`src/hw/cid_defs.svh`:
```
// Field positions, lengths and step constants of the instruction decoder
`ifndef CID_DEFS_SVH
`define CID_DEFS_SVH
`define CID_OP_MSB 7
`define CID_OP_LSB 2
`define CID_BYTE_BIT 1
`define CID_LONG_BIT 0
`define CID_LEN_SHORT 3'h2
`define CID_LEN_LONG 3'h4
`define CID_STEP_ONE 16'h0001
`define CID_STEP_TWO 16'h0002
`define CID_BYTE_SHIFT 8
`define CID_WORD_MSB 15
`endif

```
`src/hw/cid_pkg.sv`:
```
// Types shared by the instruction decoder and its neighbours
`default_nettype none
package cid_pkg;
   typedef enum logic [5:0] {
      cid_sum, cid_sum_carry, cid_diff, cid_diff_borrow,
      cid_prod, cid_prod_u, cid_quo, cid_quo_u, cid_quo_long, cid_quo_long_u,
      cid_compl, cid_negate, cid_and, cid_or, cid_xor,
      cid_bit_clr, cid_bit_set, cid_bit_copy, cid_bit_copy_n,
      cid_bit_and, cid_bit_or, cid_bit_xor, cid_bit_cmp, cid_field_hi, cid_field_lo,
      cid_cmp, cid_cmp_dec1, cid_cmp_dec2, cid_cmp_inc1, cid_cmp_inc2, cid_norm,
      cid_shl, cid_shr, cid_rotl, cid_rotr, cid_sshr, cid_mov, cid_widen_s, cid_widen_z,
      cid_jump, cid_jbit_set, cid_jbit_set_clr, cid_jbit_clr, cid_jbit_clr_set,
      cid_call, cid_push_call, cid_push, cid_pop, cid_ctx_switch,
      cid_return, cid_return_pop, cid_sleep_legacy, cid_nop, cid_coproc,
      cid_system, cid_ext_seq, cid_op_count
   } cid_op_t;

   // Operand values read from the register file for the current instruction
   typedef struct packed {
      logic [31:0] instr;
      logic [15:0] dst_val;
      logic [15:0] src_val;
      logic [31:0] pair_val;
      logic bit_dst;
      logic bit_src;
      logic carry_in;
   } cid_operands_t;

   typedef struct packed {
      logic v;
      logic c;
      logic z;
      logic n;
   } cid_flags_t;

   // Effects handed to register file, stack and fetch path
   typedef struct packed {
      logic wr_en;
      logic wr_byte;
      logic [15:0] wr_data;
      logic pair_wr;
      logic [31:0] pair_data;
      logic bit_wr;
      logic bit_val;
      logic flags_wr;
      cid_flags_t flags;
      logic take_branch;
      logic call;
      logic ret;
      logic [15:0] target;
      logic push_en;
      logic [15:0] push_data;
      logic pop_en;
      logic coproc;
      logic system;
      logic illegal;
      logic [7:0] sub_op;
   } cid_result_t;
endpackage
`default_nettype wire

```
`src/hw/cid_decoder.sv`:
```
// Instruction decoder and execute stage of the 16-bit core
`include "cid_defs.svh"
`default_nettype none
module cid_decoder (
   // Clock and reset
   input wire logic clk,
   input wire logic reset,
   // First opcode byte from fetch, for early length
   input wire logic [7:0] fetch_byte,
   output logic [2:0] fetch_len,
   // Instruction with operands
   input wire logic in_valid,
   input wire cid_pkg::cid_operands_t in_ops,
   // Results
   output logic out_valid,
   output cid_pkg::cid_result_t out_res
);
   logic valid_ff;
   logic nxt_valid;
   cid_pkg::cid_result_t res_ff;
   cid_pkg::cid_result_t nxt_res;
   cid_pkg::cid_op_t op;
   logic [7:0] b0;
   logic is_byte;
   logic [15:0] a;
   logic [15:0] b;
   logic [15:0] aw;
   logic [15:0] bw;
   logic [15:0] cin_w;
   logic [16:0] sum;
   logic [16:0] dif;
   logic [15:0] lgc;
   logic [31:0] prod;
   logic [4:0] norm_cnt;
   logic [3:0] sh;
   logic [7:0] mask;

   function automatic logic [2:0] len_of(input logic [7:0] opb);
      logic [5:0] code;
      code = opb[`CID_OP_MSB:`CID_OP_LSB];
      len_of = `CID_LEN_LONG;
      if (code >= 6'(cid_pkg::cid_op_count)) begin
         len_of = `CID_LEN_SHORT;
      end else begin
         case (cid_pkg::cid_op_t'(code))
            cid_pkg::cid_sum, cid_pkg::cid_sum_carry, cid_pkg::cid_diff,
            cid_pkg::cid_diff_borrow, cid_pkg::cid_and, cid_pkg::cid_or, cid_pkg::cid_xor,
            cid_pkg::cid_cmp, cid_pkg::cid_cmp_dec1, cid_pkg::cid_cmp_dec2,
            cid_pkg::cid_cmp_inc1, cid_pkg::cid_cmp_inc2, cid_pkg::cid_mov,
            cid_pkg::cid_widen_s, cid_pkg::cid_widen_z, cid_pkg::cid_ext_seq: begin
               // Variable forms pick length from the long bit
               len_of = opb[`CID_LONG_BIT] ? `CID_LEN_LONG : `CID_LEN_SHORT;
            end
            cid_pkg::cid_prod, cid_pkg::cid_prod_u, cid_pkg::cid_quo, cid_pkg::cid_quo_u,
            cid_pkg::cid_quo_long, cid_pkg::cid_quo_long_u, cid_pkg::cid_compl,
            cid_pkg::cid_negate, cid_pkg::cid_bit_clr, cid_pkg::cid_bit_set,
            cid_pkg::cid_norm, cid_pkg::cid_shl, cid_pkg::cid_shr, cid_pkg::cid_rotl,
            cid_pkg::cid_rotr, cid_pkg::cid_sshr, cid_pkg::cid_push, cid_pkg::cid_pop,
            cid_pkg::cid_return, cid_pkg::cid_return_pop, cid_pkg::cid_nop: begin
               len_of = `CID_LEN_SHORT;
            end
            default: len_of = `CID_LEN_LONG;
         endcase
      end
   endfunction

   // Combinational so fetch can advance before execution
   assign fetch_len = len_of(fetch_byte);

   always_comb begin
      b0 = in_ops.instr[31:24];
      if (b0[`CID_OP_MSB:`CID_OP_LSB] < 6'(cid_pkg::cid_op_count)) begin
         op = cid_pkg::cid_op_t'(b0[`CID_OP_MSB:`CID_OP_LSB]);
      end else begin
         op = cid_pkg::cid_nop;
      end
      is_byte = b0[`CID_BYTE_BIT];
      a = in_ops.dst_val;
      b = in_ops.src_val;
      mask = in_ops.instr[15:8];
      sh = b[3:0];
      // Byte operands run in the upper lane so flags come from bit 15
      aw = is_byte ? {a[7:0], 8'h00} : a;
      bw = is_byte ? {b[7:0], 8'h00} : b;
      cin_w = '0;
      if (op == cid_pkg::cid_sum_carry || op == cid_pkg::cid_diff_borrow) begin
         cin_w = is_byte ? {7'h00, in_ops.carry_in, 8'h00} : {15'h0000, in_ops.carry_in};
      end
      sum = {1'b0, aw} + {1'b0, bw} + {1'b0, cin_w};
      dif = {1'b0, aw} - {1'b0, bw} - {1'b0, cin_w};
      case (op)
         cid_pkg::cid_and: lgc = aw & bw;
         cid_pkg::cid_or: lgc = aw | bw;
         default: lgc = aw ^ bw;
      endcase
      if (op == cid_pkg::cid_prod) begin
         prod = 32'($signed(a) * $signed(b));
      end else begin
         prod = {16'h0000, a} * {16'h0000, b};
      end
      norm_cnt = '0;
      for (int i = 0; i < 16; i++) begin
         if (b[i]) begin
            norm_cnt = 5'(`CID_WORD_MSB - i);
         end
      end
   end

   always_comb begin
      nxt_valid = in_valid;
      nxt_res = '0;
      nxt_res.sub_op = in_ops.instr[23:16];
      nxt_res.target = in_ops.instr[15:0];
      if (b0[`CID_OP_MSB:`CID_OP_LSB] >= 6'(cid_pkg::cid_op_count)) begin
         nxt_res.illegal = 1'b1;
      end
      case (op)
         cid_pkg::cid_sum, cid_pkg::cid_sum_carry: begin
            nxt_res.wr_en = 1'b1;
            nxt_res.wr_byte = is_byte;
            nxt_res.wr_data = is_byte ? {8'h00, sum[15:8]} : sum[15:0];
            nxt_res.flags_wr = 1'b1;
            nxt_res.flags.c = sum[16];
            nxt_res.flags.z = (sum[15:0] == '0);
            nxt_res.flags.n = sum[15];
            nxt_res.flags.v = (aw[15] == bw[15]) && (sum[15] != aw[15]);
         end
         cid_pkg::cid_diff, cid_pkg::cid_diff_borrow, cid_pkg::cid_cmp: begin
            nxt_res.wr_en = (op != cid_pkg::cid_cmp);
            nxt_res.wr_byte = is_byte;
            nxt_res.wr_data = is_byte ? {8'h00, dif[15:8]} : dif[15:0];
            nxt_res.flags_wr = 1'b1;
            nxt_res.flags.c = dif[16];
            nxt_res.flags.z = (dif[15:0] == '0);
            nxt_res.flags.n = dif[15];
            nxt_res.flags.v = (aw[15] != bw[15]) && (dif[15] != aw[15]);
         end
         cid_pkg::cid_cmp_dec1, cid_pkg::cid_cmp_dec2,
         cid_pkg::cid_cmp_inc1, cid_pkg::cid_cmp_inc2: begin
            // Flags from the compare, register takes the stepped value
            nxt_res.flags_wr = 1'b1;
            nxt_res.flags.c = dif[16];
            nxt_res.flags.z = (a == b);
            nxt_res.flags.n = dif[15];
            nxt_res.flags.v = (a[15] != b[15]) && (dif[15] != a[15]);
            nxt_res.wr_en = 1'b1;
            case (op)
               cid_pkg::cid_cmp_dec1: nxt_res.wr_data = a - `CID_STEP_ONE;
               cid_pkg::cid_cmp_dec2: nxt_res.wr_data = a - `CID_STEP_TWO;
               cid_pkg::cid_cmp_inc1: nxt_res.wr_data = a + `CID_STEP_ONE;
               default: nxt_res.wr_data = a + `CID_STEP_TWO;
            endcase
         end
         cid_pkg::cid_prod, cid_pkg::cid_prod_u: begin
            nxt_res.pair_wr = 1'b1;
            nxt_res.pair_data = prod;
            nxt_res.flags_wr = 1'b1;
            nxt_res.flags.z = (prod == '0);
            nxt_res.flags.n = prod[31];
         end
         cid_pkg::cid_quo, cid_pkg::cid_quo_u, cid_pkg::cid_quo_long, cid_pkg::cid_quo_long_u: begin
            nxt_res.flags_wr = 1'b1;
            // Zero divisor leaves the pair alone and raises overflow
            if (b == '0) begin
               nxt_res.flags.v = 1'b1;
            end else begin
               nxt_res.pair_wr = 1'b1;
               case (op)
                  cid_pkg::cid_quo: nxt_res.pair_data = {
                     16'($signed(in_ops.pair_val[15:0]) % $signed(b)),
                     16'($signed(in_ops.pair_val[15:0]) / $signed(b))};
                  cid_pkg::cid_quo_u: nxt_res.pair_data = {
                     in_ops.pair_val[15:0] % b, in_ops.pair_val[15:0] / b};
                  cid_pkg::cid_quo_long: nxt_res.pair_data = {
                     16'($signed(in_ops.pair_val) % $signed(b)),
                     16'($signed(in_ops.pair_val) / $signed(b))};
                  default: nxt_res.pair_data = {
                     16'(in_ops.pair_val % b), 16'(in_ops.pair_val / b)};
               endcase
               nxt_res.flags.z = (nxt_res.pair_data[15:0] == '0);
               nxt_res.flags.n = nxt_res.pair_data[15];
            end
         end
         cid_pkg::cid_compl, cid_pkg::cid_negate, cid_pkg::cid_and, cid_pkg::cid_or,
         cid_pkg::cid_xor: begin
            nxt_res.wr_en = 1'b1;
            nxt_res.wr_byte = is_byte;
            nxt_res.flags_wr = 1'b1;
            if (op == cid_pkg::cid_compl) begin
               nxt_res.wr_data = is_byte ? {8'h00, ~a[7:0]} : ~a;
            end else if (op == cid_pkg::cid_negate) begin
               nxt_res.wr_data = is_byte ? {8'h00, 8'(-a[7:0])} : 16'(-a);
            end else begin
               nxt_res.wr_data = is_byte ? {8'h00, lgc[15:8]} : lgc;
            end
            nxt_res.flags.z = is_byte ? (nxt_res.wr_data[7:0] == '0) : (nxt_res.wr_data == '0);
            nxt_res.flags.n = is_byte ? nxt_res.wr_data[7] : nxt_res.wr_data[15];
         end
         cid_pkg::cid_bit_clr, cid_pkg::cid_bit_set: begin
            nxt_res.bit_wr = 1'b1;
            nxt_res.bit_val = (op == cid_pkg::cid_bit_set);
         end
         cid_pkg::cid_bit_copy, cid_pkg::cid_bit_copy_n, cid_pkg::cid_bit_and,
         cid_pkg::cid_bit_or, cid_pkg::cid_bit_xor: begin
            nxt_res.bit_wr = 1'b1;
            case (op)
               cid_pkg::cid_bit_copy: nxt_res.bit_val = in_ops.bit_src;
               cid_pkg::cid_bit_copy_n: nxt_res.bit_val = ~in_ops.bit_src;
               cid_pkg::cid_bit_and: nxt_res.bit_val = in_ops.bit_dst & in_ops.bit_src;
               cid_pkg::cid_bit_or: nxt_res.bit_val = in_ops.bit_dst | in_ops.bit_src;
               default: nxt_res.bit_val = in_ops.bit_dst ^ in_ops.bit_src;
            endcase
         end
         cid_pkg::cid_bit_cmp: begin
            nxt_res.flags_wr = 1'b1;
            nxt_res.flags.z = (in_ops.bit_dst == in_ops.bit_src);
            nxt_res.flags.c = in_ops.bit_dst & in_ops.bit_src;
         end
         cid_pkg::cid_field_hi, cid_pkg::cid_field_lo: begin
            nxt_res.wr_en = 1'b1;
            nxt_res.wr_data = a;
            if (op == cid_pkg::cid_field_hi) begin
               nxt_res.wr_data[15:8] = (a[15:8] & ~mask) | (in_ops.instr[7:0] & mask);
            end else begin
               nxt_res.wr_data[7:0] = (a[7:0] & ~mask) | (in_ops.instr[7:0] & mask);
            end
         end
         cid_pkg::cid_norm: begin
            nxt_res.wr_en = 1'b1;
            nxt_res.wr_data = {11'h000, norm_cnt};
         end
         cid_pkg::cid_shl, cid_pkg::cid_shr, cid_pkg::cid_rotl, cid_pkg::cid_rotr,
         cid_pkg::cid_sshr: begin
            nxt_res.wr_en = 1'b1;
            case (op)
               cid_pkg::cid_shl: nxt_res.wr_data = a << sh;
               cid_pkg::cid_shr: nxt_res.wr_data = a >> sh;
               cid_pkg::cid_rotl: nxt_res.wr_data = 16'({a, a} >> (5'h10 - {1'b0, sh}));
               cid_pkg::cid_rotr: nxt_res.wr_data = 16'({a, a} >> sh);
               default: nxt_res.wr_data = 16'($signed(a) >>> sh);
            endcase
         end
         cid_pkg::cid_mov, cid_pkg::cid_widen_s, cid_pkg::cid_widen_z: begin
            nxt_res.wr_en = 1'b1;
            nxt_res.wr_byte = is_byte && (op == cid_pkg::cid_mov);
            if (op == cid_pkg::cid_widen_s) begin
               nxt_res.wr_data = {{`CID_BYTE_SHIFT{b[7]}}, b[7:0]};
            end else if (op == cid_pkg::cid_widen_z) begin
               nxt_res.wr_data = {8'h00, b[7:0]};
            end else begin
               nxt_res.wr_data = b;
            end
         end
         cid_pkg::cid_jump: nxt_res.take_branch = 1'b1;
         cid_pkg::cid_jbit_set, cid_pkg::cid_jbit_set_clr: begin
            nxt_res.take_branch = in_ops.bit_dst;
            nxt_res.bit_wr = in_ops.bit_dst && (op == cid_pkg::cid_jbit_set_clr);
            nxt_res.bit_val = 1'b0;
         end
         cid_pkg::cid_jbit_clr, cid_pkg::cid_jbit_clr_set: begin
            nxt_res.take_branch = ~in_ops.bit_dst;
            nxt_res.bit_wr = ~in_ops.bit_dst && (op == cid_pkg::cid_jbit_clr_set);
            nxt_res.bit_val = 1'b1;
         end
         cid_pkg::cid_call: nxt_res.call = 1'b1;
         cid_pkg::cid_push_call: begin
            nxt_res.push_en = 1'b1;
            nxt_res.push_data = a;
            nxt_res.call = 1'b1;
         end
         cid_pkg::cid_push: begin
            nxt_res.push_en = 1'b1;
            nxt_res.push_data = a;
         end
         cid_pkg::cid_pop: nxt_res.pop_en = 1'b1;
         cid_pkg::cid_ctx_switch: begin
            nxt_res.push_en = 1'b1;
            nxt_res.push_data = a;
            nxt_res.wr_en = 1'b1;
            nxt_res.wr_data = b;
         end
         cid_pkg::cid_return, cid_pkg::cid_return_pop: begin
            nxt_res.ret = 1'b1;
            nxt_res.pop_en = (op == cid_pkg::cid_return_pop);
         end
         cid_pkg::cid_coproc: nxt_res.coproc = 1'b1;
         cid_pkg::cid_system, cid_pkg::cid_ext_seq: nxt_res.system = 1'b1;
         // Valid four-byte opcode with no effect on mode or state
         cid_pkg::cid_sleep_legacy: nxt_res.illegal = 1'b0;
         default: nxt_res.illegal = nxt_res.illegal;
      endcase
      if (!in_valid) begin
         nxt_res = '0;
      end
   end

   always_ff @(posedge clk) begin
      if (reset) begin
         valid_ff <= 1'b0;
         res_ff <= '0;
      end else begin
         valid_ff <= nxt_valid;
         res_ff <= nxt_res;
      end
   end

   assign out_valid = valid_ff;
   assign out_res = res_ff;
endmodule
`default_nettype wire

```
`config.mk`:
```
export PLATFORM = sky130hd
export DESIGN_NAME = cid_decoder
export DESIGN_NICKNAME = d
export VERILOG_FILES = /design/src/hw/cid_pkg.sv /design/src/hw/cid_decoder.sv
export VERILOG_INCLUDE_DIRS = /design/src /design/src/hw
export SDC_FILE = /design/constraint.sdc
export NUM_CORES = 2
export LEC_CHECK = 0
export BUFFER_PORTS_ARGS = -buffer_cell sky130_fd_sc_hd__buf_2
export CELL_PAD_IN_SITES_DETAIL_PLACEMENT = 1
export CELL_PAD_IN_SITES_GLOBAL_PLACEMENT = 1
export CORE_ASPECT_RATIO = 1.2
export CORE_MARGIN = 4
export CORE_UTILIZATION = 45
export DETAILED_ROUTE_END_ITERATION = 8
export MAX_ROUTING_LAYER = met4
export PLACE_DENSITY_LB_ADDON = 0.1
export REMOVE_ABC_BUFFERS = 1
export SYNTH_ARGS = -nofsm -noshare
export SYNTH_HDL_FRONTEND = slang
export SYNTH_SLANG_ARGS = --single-unit
```
`constraint.sdc`:
```
create_clock -name clk -period 109.4 [get_ports clk]
set_clock_uncertainty 0.1 [all_clocks]
set_input_delay 0 -clock clk [delete_from_list [all_inputs] [get_ports clk]]
set_output_delay 0 -clock clk [all_outputs]
set_load 0.02 [all_outputs]
```
* Word level (Yosys, flattened, before mapping)
Cells that the tools add are included.
Operators by class: $add $sub $neg 11, multiply operators 2, div/mod/pow operators 8, $lt $le $gt $ge 3, equality and inequality tests 99, shifts and indexed selects 5, mux-type cells 67, bitwise logic cells 18, reduce and logical (&&, ||, !) cells 42
Operator list (number):
- $eq 6x6->1 const B | 36
- $mux 16 | 12
- $eq 6x5->1 const B | 24
- $pmux 16 s9 | 1
- $eq 6x4->1 const B | 16
- $mux 32 | 3
- $pmux 32 s3 | 1
- $logic_not 16->1 | 5
- $mux 5 | 15
- $pmux 33 s2 | 1
- $mul 16x16->32 | 2
- $pmux 16 s4 | 1
- $eq 6x3->1 const B | 8
- $pmux 16 s3 | 1
- $reduce_or 21->1 | 2
- $mux 33 | 1
- $div 16x16->16 | 2
- $div 32x16->32 | 1
- $div 32x32->32 | 1
- $logic_not 32->1 | 1
- $mod 16x16->16 | 2
- $mod 32x16->32 | 1
- $mod 32x32->32 | 1
- $pmux 16 s2 | 1
- other kinds (62) | 116
Storage, ports and cells: bits in registers 107, latch bits 0, memory bits (writable) 0, memory bits (read-only) 0, bits of input ports 110, output and inout port bits 110, word-level logic and storage cells 279, memories kept 0

* Longest topological paths before layout
depth after elaboration 17, gate-level depth with buffers 597, gate-level depth less buffers 577

* Worst setup path after synthesis
Ideal clock, no wire load.
path type input to register, from input port in_ops[35] (netlist name), to register res_ff, in the netlist out_res[49], setup time 69 ps, data arrival time 117388 ps, required time 109231 ps, slack -8157 ps, stages on the path 591, path buffers 25, path through clkbuf_1 -> inv_2 -> clkbuf_1 -> ha_1 -> or3b_2 -> clkbuf_1 -> or3_1 -> o41ai_1 -> xnor2_1 -> and3_1 -> and3_1 -> nand4_1 -> nor2_1 -> a21oi_1 -> a21oi_1 -> ha_1 -> or4_1 -> a21oi_1 -> [555 not listed] -> a21oi_1 -> nor2b_1 -> o21ai_0 -> nand2b_1 -> clkbuf_1 -> inv_1 -> ha_1 -> nand2_1 -> o21ai_0 -> xnor2_1 -> nand2_1 -> o221ai_1 -> nand3b_1 -> nor3_1 -> nand3b_1 -> or4_1 -> or4_1 -> o21ai_1
Between the ends: word-level cells in the longest chain between the ends 10, elaborated cells between the ends (all ways) 34, those cells by class add/sub (4); mul (2); div (4); eq/ne (1); mux (13); bitwise (3); reduce/logical (7)
Ends and longest elaborated chain:
- start: declaration | line cid_decoder.sv:13 | input wire cid_pkg::cid_operands_t in_ops,
- parallel branches: the longest is 9 deep, another holds $div 32x16->32
- $pmux 1 s7 * | line cid_decoder.sv:117 | case (op)
- end signal: assignment | line cid_decoder.sv:303 | res_ff <= nxt_res;
- end: declaration | line cid_decoder.sv:20 | cid_pkg::cid_result_t res_ff;
Every way passes the cells marked *. The select of a mux whose other input is x is not followed. A chain may end at the register's enable or synchronous reset.

* Final worst setup path
from input port in_ops[40] (netlist name), to register res_ff, in the netlist out_res[49]
Same word-level chain as after synthesis.

==> impl_metrics.ini <==
[placed_design]
hpwlAfterDp_um = 280000
io_buffer_count = 216
gp_congestion = 1.04
placed_cell_area_um2 = 86900

[global_route]
overflow = 0
grt_max_degree = 56
track_usage_pct = 37.2
antenna_found_initial = 47
grt_first_pass_wirelength_um = 518000
grt_pass1_vias = 89752

[cts]
clk_pin_slew_worst_paths_ns = 0.11
cts_tree = done
clock-root-buffer = clkbuf_16
htreeDepth = 3
clock-sinks = 107
cts.path.max_buffers = 2
cts_buffers = 9

[setup_path]
critPathRequiredTime_ns = 109.68
critPathArrivalTime_ns = 109.32
crit_top_cell = o21a_1
crit_fanout = 6
crit_family = compound AO/OA/AOI/OAI gates
cp-start-kind = primary input
cp-end-kind = register
path_class = primary input to register
slowest_delay_ns = 0.55
crit_buf_inv = 17
cpMaxStageDelayCell = or4_4

[finish]
final_cell_mix = ha_1, buf_4, nor2_1
fin_nets = 13401
final_common_cell = ha_1
syn_to_final_growth_pct = 16.9
layout-drive-gt1-share_pct = 18.2
stdcell_area_um2 = 91800

[die]
ioPinCount = 220
dieArea_um2 = 181000
die_w_um = 389
die_h_um = 466
rows = 167
fp.coreArea_um2 = 173000
initial_core_util_pct = 45.4

[sta]
hold_viol = 0
rsz0062_at_grt = true
finalCritPeriodShare_pct = 99.7
fmax_ghz = 0.00917
slew_violations = 0
tightest_slew_ns = 1.41
maxSlewHeadroom_pct = 5.50
fin_crit_ns = 109.04
setup_viol = 0

[routing]
vias = 86992
firstDrtPassIters = 5
drt_iter0_drc = 5493
antenna_left = 0
drt_wl_total_um = 349000
drc_errors = 0
vias_per_cell = 6.26
wl_per_cell_um = 25.1

[yosys]
yosys.area.top_type_share_pct = 21.4
synthArstFlopShare_pct = 0
netlist_instances = 10592
ys_top_cells_by_area = ha_1, fa_1, o21a_1
synth_edf_count = 0
yosysTopAreaCell = ha_1
synth_ff_type = dfxtp_1
yosysSeqAreaShare_pct = 2.73
ys_warn_count = 0
ys_ff_latch = 107
syn_area_um2 = 78500
avgSynthCellArea_um2 = 7.41
ys_types = 124

[run_status]
status = finished, final reports clean

[worst_hold_path]
hold_path_class = primary input to register

[flow_run]
drv_cap = 0
-- flip-flops by register name, summed over array words and instances, names as in the netlist --
name       count
out_res      106
out_valid      1
-- metrics by stage --
step	std cells	utilization, %	setup WS (ns)	TNS [ns]	hold slack (ns)
floorplan	10342	-	-21.56	-699.06	-0.0207
global placement	13530	50.2	0.760	0	0.0992
detailed placement	13530	50.2	-2.82	-74.26	0.105
CTS	13584	50.7	0.0270	0	0.00481
global route	13879	53.0	-4.78	-139.41	0.0672
finish	13889	53.0	0.355	0	0.0601
-- cells by family (layout without fill, tap and decap cells) --
kind of cell	Yosys count	count (layout)	synth area share, %
and+or+nand+nor	3677	3677	22.3
adders and majority gates	1720	1720	31.0
xor gates and xnor gates	512	512	5.72
muxes	503	503	7.17
DFF	107	107	2.73
AOI/OAI and AO/OA	3008	3008	25.9
other	2	169	0.00957
buffers and inverters	1063	1912	5.16
-- layer usage --
layer	up-vias	global-route usage, %	share of wire [%]
li1	40445	-	-
met1	43354	43.1	40
met2	2423	63.7	48
met3	770	5.37	6.1
met4	0	17.0	5.4
met5	-	-	0
-- synthesized netlist by cell type (58+ instances only) --
library cell	n
nor2b_1	80
nor2_1	961
a21oi_1	596
mux2i_1	98
ha_1	1342
or2_2	97
and2_1	157
xor2_1	164
nand4_1	128
a21o_1	239
dfxtp_1	107
inv_1	657
nor4_1	58
o21a_1	744
or3_1	84
nor3_1	787
nand2b_1	108
nand3_1	113
o21ai_0	494
mux2_2	395
o31ai_1	280
fa_1	378
xnor2_1	347
clkbuf_1	319
nand2_1	919
-- layout make-up --
class	instances	area (um^2)
Sequential cell	107	2140
Antenna cell	32	80.1
Clock buffer	9	225
Clock inverter	7	98.8
Multi-Input combinational cell	9557	74900
Inverter	678	2560
Timing Repair Buffer	1218	8890
Fill cell	21829	81200
Tap cell	2281	2850
-- final timing paths --
path	slack, ns	cells after the start	start	endpoint
max	0.36	581	in_ops[40]	out_res[49]
min	0.06	3	in_ops[96]	out_res[8]
-- repair_timing --
| action | in CTS | in global routing |
|---|---|---|
| endpoints found under the setup margin | 34 | 34 |
| endpoints found under the hold margin | 27 | 0 |
| hold buffers | 27 | 0 |
| pin swaps | 23 | 264 |
| resized for setup | 60 | 413 |
| buffers inserted | 11 | 276 |
Power is not shown: default switching activity piles up to over one toggle a cycle in this logic, so the estimate is an artifact.
